[src/hw/vsc_map.svh]
// Opcodes, field positions, reset values and row limits of the voice store command handler
`ifndef VSC_MAP_SVH
`define VSC_MAP_SVH

`define VSC_OP_CFG_PIN_LVL   8'h45
`define VSC_OP_CFG_BIT_LVL   8'h65
`define VSC_OP_SAVE_NV       8'h46
`define VSC_OP_LOAD_NV       8'h47
`define VSC_OP_SET_PLAY      8'h80
`define VSC_OP_SET_REC       8'h81
`define VSC_ZERO_BYTE        8'h00

`define VSC_CFG_W            12
`define VSC_CFG_LO_W         8
`define VSC_CFG_HI_W         4
`define VSC_LVL_W            3
`define VSC_ROW_W            11
`define VSC_ROW_HI_W         3
`define VSC_STATUS_ERR_BIT   0

`define VSC_CFG_RESET        12'h000
`define VSC_NV_RESET         12'h000
`define VSC_WRAP_ROW         11'h010
`define VSC_LAST_ROW         11'h7FF

`define VSC_RANGE_BYTES      3'h7
`define VSC_CFG_BYTES        3'h3
`define VSC_NV_BYTES         3'h2
`endif

[src/hw/vsc_pkg.sv]
// Types shared by the voice store command handler
`include "vsc_map.svh"
package vsc_pkg;
  typedef struct packed {
    logic [`VSC_ROW_W-1:0] start_row;
    logic [`VSC_ROW_W-1:0] end_row;
  } vsc_range_t;

  typedef enum logic [2:0] {
    VSC_CMD_NONE,
    VSC_CMD_CFG,
    VSC_CMD_SAVE,
    VSC_CMD_LOAD,
    VSC_CMD_RANGE
  } vsc_cmd_t;
endpackage

[src/hw/vsc_row_seq.sv]
// Row sequencer for address-range operations with one preloaded pair
`timescale 1ns/1ns
`include "vsc_map.svh"
module vsc_row_seq #(
  parameter logic [`VSC_ROW_W-1:0] LAST_ROW = `VSC_LAST_ROW,
  parameter logic [`VSC_ROW_W-1:0] WRAP_ROW = `VSC_WRAP_ROW
) (
  // Clock and reset
  input  wire logic                  ref_clk,
  input  wire logic                  resetn,
  // Range loading
  input  wire logic                  range_load,
  input  vsc_pkg::vsc_range_t        range_in,
  // Array progress
  input  wire logic                  row_step,
  // State
  output logic [`VSC_ROW_W-1:0]      row_reg,
  output logic                       active_reg,
  output logic                       pending_reg,
  output logic                       done_reg
);
  logic [`VSC_ROW_W-1:0] row_next;
  logic [`VSC_ROW_W-1:0] end_reg;
  logic [`VSC_ROW_W-1:0] end_next;
  logic                  active_next;
  logic                  pending_next;
  logic                  done_next;
  vsc_pkg::vsc_range_t   pend_reg;
  vsc_pkg::vsc_range_t   pend_next;

  always_comb begin
    row_next     = row_reg;
    end_next     = end_reg;
    active_next  = active_reg;
    pending_next = pending_reg;
    pend_next    = pend_reg;
    done_next    = 1'b0;
    if (active_reg && row_step) begin
      if (row_reg == end_reg) begin
        if (pending_reg) begin
          // Jump straight on, no idle row between the two ranges
          row_next     = pend_reg.start_row;
          end_next     = pend_reg.end_row;
          pending_next = 1'b0;
        end else begin
          active_next = 1'b0;
          done_next   = 1'b1;
        end
      end else if (row_reg == LAST_ROW) begin
        // Wrap skips the effect rows; after a wrap an end among them never matches
        row_next = WRAP_ROW;
      end else begin
        row_next = row_reg + 1'b1;
      end
    end
    if (range_load) begin
      if (!active_next) begin
        row_next    = range_in.start_row;
        end_next    = range_in.end_row;
        active_next = 1'b1;
      end else begin
        pend_next    = range_in;
        pending_next = 1'b1;
      end
    end
  end

  always_ff @(posedge ref_clk or negedge resetn) begin
    if (!resetn) begin
      row_reg     <= '0;
      end_reg     <= '0;
      active_reg  <= 1'b0;
      pending_reg <= 1'b0;
      pend_reg    <= '0;
      done_reg    <= 1'b0;
    end else begin
      row_reg     <= row_next;
      end_reg     <= end_next;
      active_reg  <= active_next;
      pending_reg <= pending_next;
      pend_reg    <= pend_next;
      done_reg    <= done_next;
    end
  end
endmodule

[src/hw/vsc_cmd.sv]
// Serial command handler: analog path configuration and range commands
`timescale 1ns/1ns
`include "vsc_map.svh"
module vsc_cmd #(
  parameter logic [`VSC_CFG_W-1:0] CFG_RESET = `VSC_CFG_RESET,
  parameter logic [`VSC_CFG_W-1:0] NV_RESET  = `VSC_NV_RESET,
  parameter logic [`VSC_ROW_W-1:0] LAST_ROW  = `VSC_LAST_ROW
) (
  // Clock and reset
  input  wire logic                  ref_clk,
  input  wire logic                  resetn,
  // Serial port, mode 3, LSB first
  input  wire logic                  spi_sclk,
  input  wire logic                  spi_mosi,
  input  wire logic                  spi_ss_n,
  output logic                       spi_miso,
  output logic                       spi_miso_oe,
  // Device context
  input  wire logic [`VSC_LVL_W-1:0] volume_pin,
  input  wire logic                  ext_busy,
  input  wire logic [6:0]            status_aux,
  input  wire logic                  row_step,
  // Configuration outputs
  output logic [`VSC_CFG_W-1:0]      analog_path_config,
  output logic [`VSC_CFG_W-1:0]      config_nonvolatile_copy,
  output logic [`VSC_LVL_W-1:0]      volume_level,
  output logic                       volume_from_bits,
  output logic                       cmd_error,
  // Range operation
  output logic [`VSC_ROW_W-1:0]      row_addr,
  output logic                       row_active,
  output logic                       row_pending,
  output logic                       row_record,
  output logic                       range_done
);
  // Serial engine state
  logic                   sclk_reg;
  logic                   ss_n_reg;
  logic [2:0]             bit_reg;
  logic [2:0]             bit_next;
  logic [7:0]             rx_reg;
  logic [7:0]             rx_next;
  logic [7:0]             tx_reg;
  logic [7:0]             tx_next;
  logic                   miso_reg;
  logic                   miso_next;
  logic [2:0]             byte_reg;
  logic [2:0]             byte_next;
  logic [5:1][7:0]        arg_reg;
  logic [5:1][7:0]        arg_next;
  logic [7:0]             op_reg;
  logic [7:0]             op_next;
  vsc_pkg::vsc_cmd_t      cmd_reg;
  vsc_pkg::vsc_cmd_t      cmd_next;
  // Configuration state
  logic [`VSC_CFG_W-1:0]  cfg_reg;
  logic [`VSC_CFG_W-1:0]  cfg_next;
  logic [`VSC_CFG_W-1:0]  nv_reg;
  logic [`VSC_CFG_W-1:0]  nv_next;
  logic                   vsel_reg;
  logic                   vsel_next;
  logic [`VSC_LVL_W-1:0]  lvl_reg;
  logic [`VSC_LVL_W-1:0]  lvl_next;
  logic                   boot_reg;
  logic                   err_reg;
  logic                   err_next;
  logic                   rec_reg;
  logic                   rec_next;
  logic                   oe_reg;
  // Range handoff
  logic                   range_load;
  vsc_pkg::vsc_range_t    range_in;
  logic                   seq_active;
  logic                   seq_pending;
  logic                   idle;
  logic                   rise;
  logic                   fall;
  logic                   byte_done;
  logic [7:0]             rx_byte;
  logic [7:0]             status_byte;

  assign rise        = spi_sclk & ~sclk_reg & ~spi_ss_n;
  assign fall        = ~spi_sclk & sclk_reg & ~spi_ss_n;
  assign byte_done   = rise && (bit_reg == 3'h7);
  assign rx_byte     = {spi_mosi, rx_reg[7:1]};
  assign idle        = ~ext_busy & ~seq_active;
  assign status_byte = {status_aux, err_reg};

  // Serial bit and byte framing
  always_comb begin
    bit_next  = bit_reg;
    rx_next   = rx_reg;
    tx_next   = tx_reg;
    miso_next = miso_reg;
    byte_next = byte_reg;
    if (spi_ss_n) begin
      bit_next  = 3'h0;
      byte_next = 3'h0;
    end else begin
      if (rise) begin
        rx_next  = rx_byte;
        bit_next = bit_reg + 3'h1;
        if (byte_done && byte_reg != 3'h7) begin
          byte_next = byte_reg + 3'h1;
        end
      end
      if (fall) begin
        if (bit_reg == 3'h0) begin
          // Every byte slot echoes status, the opcode slot included
          miso_next = status_byte[0];
          tx_next   = {1'b0, status_byte[7:1]};
        end else begin
          miso_next = tx_reg[0];
          tx_next   = {1'b0, tx_reg[7:1]};
        end
      end
    end
  end

  always_ff @(posedge ref_clk or negedge resetn) begin
    if (!resetn) begin
      sclk_reg <= 1'b1;
      ss_n_reg <= 1'b1;
      bit_reg  <= 3'h0;
      rx_reg   <= 8'h00;
      tx_reg   <= 8'h00;
      miso_reg <= 1'b0;
      byte_reg <= 3'h0;
      oe_reg   <= 1'b0;
    end else begin
      sclk_reg <= spi_sclk;
      ss_n_reg <= spi_ss_n;
      bit_reg  <= bit_next;
      rx_reg   <= rx_next;
      tx_reg   <= tx_next;
      miso_reg <= miso_next;
      byte_reg <= byte_next;
      oe_reg   <= ~spi_ss_n;
    end
  end

  // Command decode and execution
  always_comb begin
    op_next    = op_reg;
    cmd_next   = cmd_reg;
    arg_next   = arg_reg;
    cfg_next   = cfg_reg;
    nv_next    = nv_reg;
    vsel_next  = vsel_reg;
    rec_next   = rec_reg;
    err_next   = err_reg;
    range_load = 1'b0;
    range_in   = '0;
    // The flag is read out with the opcode byte, then cleared
    if (fall && bit_reg == 3'h0 && byte_reg == 3'h0) begin
      err_next = 1'b0;
    end
    if (boot_reg) begin
      cfg_next = nv_reg;
    end
    if (byte_done) begin
      unique case (byte_reg)
        3'h0: begin
          op_next = rx_byte;
          if (rx_byte == `VSC_OP_CFG_PIN_LVL || rx_byte == `VSC_OP_CFG_BIT_LVL) begin
            cmd_next = vsc_pkg::VSC_CMD_CFG;
          end else if (rx_byte == `VSC_OP_SAVE_NV) begin
            cmd_next = vsc_pkg::VSC_CMD_SAVE;
          end else if (rx_byte == `VSC_OP_LOAD_NV) begin
            cmd_next = vsc_pkg::VSC_CMD_LOAD;
          end else if (rx_byte == `VSC_OP_SET_PLAY || rx_byte == `VSC_OP_SET_REC) begin
            cmd_next = vsc_pkg::VSC_CMD_RANGE;
          end else begin
            cmd_next = vsc_pkg::VSC_CMD_NONE;
          end
        end
        3'h1, 3'h2, 3'h3, 3'h4, 3'h5: arg_next[byte_reg] = rx_byte;
        default: ;
      endcase
      // Configuration write completes on its third byte
      if (cmd_reg == vsc_pkg::VSC_CMD_CFG && byte_reg == `VSC_CFG_BYTES - 3'h1) begin
        cfg_next  = {rx_byte[`VSC_CFG_HI_W-1:0], arg_reg[1]};
        vsel_next = (op_reg == `VSC_OP_CFG_BIT_LVL);
        cmd_next  = vsc_pkg::VSC_CMD_NONE;
      end
      // Save and load need a zero second byte and an idle device
      if ((cmd_reg == vsc_pkg::VSC_CMD_SAVE || cmd_reg == vsc_pkg::VSC_CMD_LOAD)
          && byte_reg == `VSC_NV_BYTES - 3'h1) begin
        if (!idle) begin
          err_next = 1'b1;
        end else if (rx_byte == `VSC_ZERO_BYTE) begin
          if (cmd_reg == vsc_pkg::VSC_CMD_SAVE) begin
            nv_next = cfg_reg;
          end else begin
            cfg_next = nv_reg;
          end
        end
        cmd_next = vsc_pkg::VSC_CMD_NONE;
      end
      if (cmd_reg == vsc_pkg::VSC_CMD_RANGE && byte_reg == `VSC_RANGE_BYTES - 3'h1) begin
        range_in.start_row = {arg_reg[3][`VSC_ROW_HI_W-1:0], arg_reg[2]};
        range_in.end_row   = {arg_reg[5][`VSC_ROW_HI_W-1:0], arg_reg[4]};
        if (ext_busy || seq_pending
            || (seq_active && rec_reg != (op_reg == `VSC_OP_SET_REC))) begin
          err_next = 1'b1;
        end else begin
          range_load = 1'b1;
          rec_next   = (op_reg == `VSC_OP_SET_REC);
        end
        cmd_next = vsc_pkg::VSC_CMD_NONE;
      end
    end
    if (spi_ss_n) begin
      cmd_next = vsc_pkg::VSC_CMD_NONE;
    end
  end

  // Pin volume is resampled every cycle; bit volume follows the register
  always_comb begin
    lvl_next = vsel_reg ? cfg_reg[`VSC_LVL_W-1:0] : volume_pin;
  end

  always_ff @(posedge ref_clk or negedge resetn) begin
    if (!resetn) begin
      op_reg   <= 8'h00;
      cmd_reg  <= vsc_pkg::VSC_CMD_NONE;
      arg_reg  <= '0;
      cfg_reg  <= CFG_RESET;
      nv_reg   <= NV_RESET;
      vsel_reg <= 1'b0;
      lvl_reg  <= '0;
      boot_reg <= 1'b1;
      err_reg  <= 1'b0;
      rec_reg  <= 1'b0;
    end else begin
      op_reg   <= op_next;
      cmd_reg  <= cmd_next;
      arg_reg  <= arg_next;
      cfg_reg  <= cfg_next;
      nv_reg   <= nv_next;
      vsel_reg <= vsel_next;
      lvl_reg  <= lvl_next;
      boot_reg <= 1'b0;
      err_reg  <= err_next;
      rec_reg  <= rec_next;
    end
  end

  vsc_row_seq #(
    .LAST_ROW (LAST_ROW),
    .WRAP_ROW (`VSC_WRAP_ROW)
  ) u_seq (
    .ref_clk     (ref_clk),
    .resetn      (resetn),
    .range_load  (range_load),
    .range_in    (range_in),
    .row_step    (row_step),
    .row_reg     (row_addr),
    .active_reg  (seq_active),
    .pending_reg (seq_pending),
    .done_reg    (range_done)
  );

  assign spi_miso                = miso_reg;
  assign spi_miso_oe             = oe_reg;
  assign analog_path_config      = cfg_reg;
  assign config_nonvolatile_copy = nv_reg;
  assign volume_level            = lvl_reg;
  assign volume_from_bits        = vsel_reg;
  assign cmd_error               = err_reg;
  assign row_active              = seq_active;
  assign row_pending             = seq_pending;
  assign row_record              = rec_reg;
endmodule

[config.mk]
export PLATFORM = sky130hd
export DESIGN_NAME = vsc_cmd
export DESIGN_NICKNAME = d
export VERILOG_FILES = /design/src/hw/vsc_pkg.sv /design/src/hw/vsc_row_seq.sv /design/src/hw/vsc_cmd.sv
export VERILOG_INCLUDE_DIRS = /design/src /design/src/hw
export SDC_FILE = /design/constraint.sdc
export NUM_CORES = 1
export LEC_CHECK = 0
export BUFFER_PORTS_ARGS = -buffer_cell sky130_fd_sc_hd__buf_2
export CORE_MARGIN = 3
export CORE_UTILIZATION = 56
export DETAILED_ROUTE_END_ITERATION = 12
export HOLD_SLACK_MARGIN = 0.02
export PLACE_DENSITY = 0.72
export SLEW_MARGIN = 15
export SYNTH_ARGS = -nofsm -noshare
export SYNTH_HDL_FRONTEND = slang
export SYNTH_SLANG_ARGS = --single-unit
[constraint.sdc]
create_clock -name ref_clk -period 4.9 [get_ports ref_clk]
set_input_delay 0.735 -clock ref_clk [delete_from_list [all_inputs] [get_ports ref_clk]]
set_output_delay 0.735 -clock ref_clk [all_outputs]
set_load 0.005 [all_outputs]
==> flow_summary.json <==
{
  "initial_core_util": 0.585,
  "clkTransAtPathRegs_ps": 60,
  "grt_pass1_vias": 4571,
  "syn_to_final_growth_pct": 14.6,
  "synth_cells": 569,
  "hold_path.class": "in2async",
  "cts.path.max_buffers": 2,
  "hold_viol": 0,
  "cap_violations": 0,
  "r2r_start": "byte_reg[0]",
  "cts_max_level": 4,
  "reg2reg_setup_slack_ps": 1890,
  "nets": 648,
  "avgSynthCellArea_um2": 11.9,
  "die-area_um2": 13500,
  "cts-resized-gates": 0,
  "finalMaxSlewViolations": 0,
  "clk-insertion-delay-late_ps": 420,
  "drt-pass1-iter-count": 4,
  "cts_root_buffer": "clkbuf_16",
  "postCtsSetupBuffers": 0,
  "rr_worst_depth": 7,
  "rows": 39,
  "n_antenna_cell": 0,
  "antenna_found_initial": 0,
  "worst-setup-path-type": "reg2reg",
  "drt_iter0_markers": 426,
  "reg2reg_to": "analog_path_config[3]",
  "synth_seq_area_share": 0.523,
  "p_leak_nw": 3.84,
  "tns_ps": 0,
  "critical_path_arrival_ps": 3310,
  "dp_cells": 746,
  "grt_max_degree": 106,
  "clock_sinks": 142,
  "num_vias": 4552,
  "largest_register_ffs": 30,
  "gp_congestion": 0.785,
  "ys_ff_latch": 142,
  "finalSetupViolations": 0,
  "die_w_um": 116,
  "hold_buffers": 0,
  "synth_edf_count": 0,
  "syn_area_um2": 6790,
  "antenna_left": 0,
  "grt_pass1_wl_um": 23500,
  "post-dp-hpwl_um": 9200,
  "endpoint_kind": "flip-flop",
  "drive_gt1_frac": 0.323,
  "die-height_um": 116,
  "numCtsBuffers": 17,
  "post-route-min-period_ps": 3010,
  "max_slew_margin": 0.292,
  "skew_ps": 5.69,
  "tightest_slew_ps": 1060,
  "ys_warn_count": 0,
  "ys_dominant_reg_cell": "dfrtp_1",
  "critical_path_required_ps": 5200,
  "layout.cells.non_filler": 777,
  "wl_per_cell_um": 18.0,
  "routed_wl_um": 14000,
  "drc": 0,
  "synthArstFlopShare": 1.00,
  "cp-start-kind": "flip-flop",
  "rsz0062_at_grt": "no",
  "fp.coreArea_um2": 11600,
  "ys_types": 67,
  "io_buffers": 62,
  "grt_remaining_overflow": 0,
  "status": "finished clean",
  "vias_per_cell": 5.86,
  "ir_drop_mv": 0.248,
  "syn_nets": 595,
  "ioPinCount": 63,
  "p_per_area_nw_per_um2": 374,
  "crit_fanout": 15,
  "fin_crit_sh": 0.614,
  "max_freq_mhz": 332,
  "track_usage": 0.225,
  "cts_tree": "built"
}
==> cell usage after synthesis, types with 9 or more instances <==
cell type,number,area [µm²]
a21oi_1,29,145
clkbuf_1,14,52.6
dfrtp_1,140,3500
ha_1,9,113
inv_1,15,56.3
mux2_2,66,743
mux2_4,18,270
mux2i_1,20,200
nand2_1,33,124
nand2b_1,13,81.3
nand3_1,15,75.1
nand4_1,11,68.8
nor2_1,44,165
nor3_1,9,45.0
o21ai_0,11,55.1
o221a_2,11,124
xnor2_1,13,114
==> critical path, cell delays in order, from the launching register on <==
cell and delay [ps]:
dfrtp_1 450, inv_1 110, ha_1 220, or2b_1 230
or2_2 170, or2_0 690, o211ai_1 600, o221a_2 420
==> final cells by class <==
cell class                      instances  area, µm²
Fill cell                             866       3830
Timing Repair Buffer                   65        339
Multi-Input combinational cell        381       3000
Inverter                               15       56.3
Clock inverter                         11        214
Tap cell                              143        179
Sequential cell                       142       3560
Clock buffer                           20        447
==> logic make-up after synthesis <==
group	after synthesis	share of synthesized area
buf+inv	46	0.0365
simple gates	167	0.135
xor+xnor	15	0.0193
compound gates	85	0.0899
flops	142	0.523
other cells	1	0.000552
mux	104	0.179
fa+ha+maj	9	0.0166
==> worst max path at each step <==
stage                            from               endpoint  slack (ps)  depth (start not counted)
after CTS                 byte_reg[0]  analog_path_config[3]        1840                          7
final                     byte_reg[0]  analog_path_config[3]        1890                          7
after detailed placement     spi_ss_n  analog_path_config[5]        1710                          6
after global routing      byte_reg[0]  analog_path_config[5]        1690                          7
after global placement       spi_ss_n  analog_path_config[8]        1810                          6
after floorplan              spi_ss_n            arg_reg[15]        2370                          6
==> report_power, final <==
group,leakage (nW),switching [mW],internal [mW]
registers,1.90,0.114,1.22
clock network,0.316,0.482,0.964
logic,1.62,0.0683,0.0615
==> metal layers <==
metal / GRT usage / up-vias / wire length (µm)
li1: - / 2154 / -
met1: 0.317 / 2270 / 6470
met2: 0.354 / 110 / 6740
met3: 0.0430 / 18 / 627
met4: 0.0781 / 0 / 182
met5: 0 / - / 0
==> through the flow <==
step	setup slack [ps]	util	hold WS (ps)	total power [mW]	cell area [µm²]
detailed placement	1710	0.614	490	1.48	7130
global placement	1810	0.614	487	1.48	7130
global route	1690	0.671	436	3.00	7790
CTS	1840	0.671	428	2.93	7790
floorplan	2370	-	439	1.38	6790
finish	1890	0.671	401	2.91	7790
==> cells in the final DEF (no fill, tap or decap), types with 17 or more instances in the layout <==
cell type  count
clkbuf_16     17
buf_2         61
a21oi_1       29
nand2_1       33
mux2_4        18
dfrtp_1      140
mux2i_1       20
nor2_1        44
mux2_2        66
No activity file was read; power rests on OpenSTA's default activity.
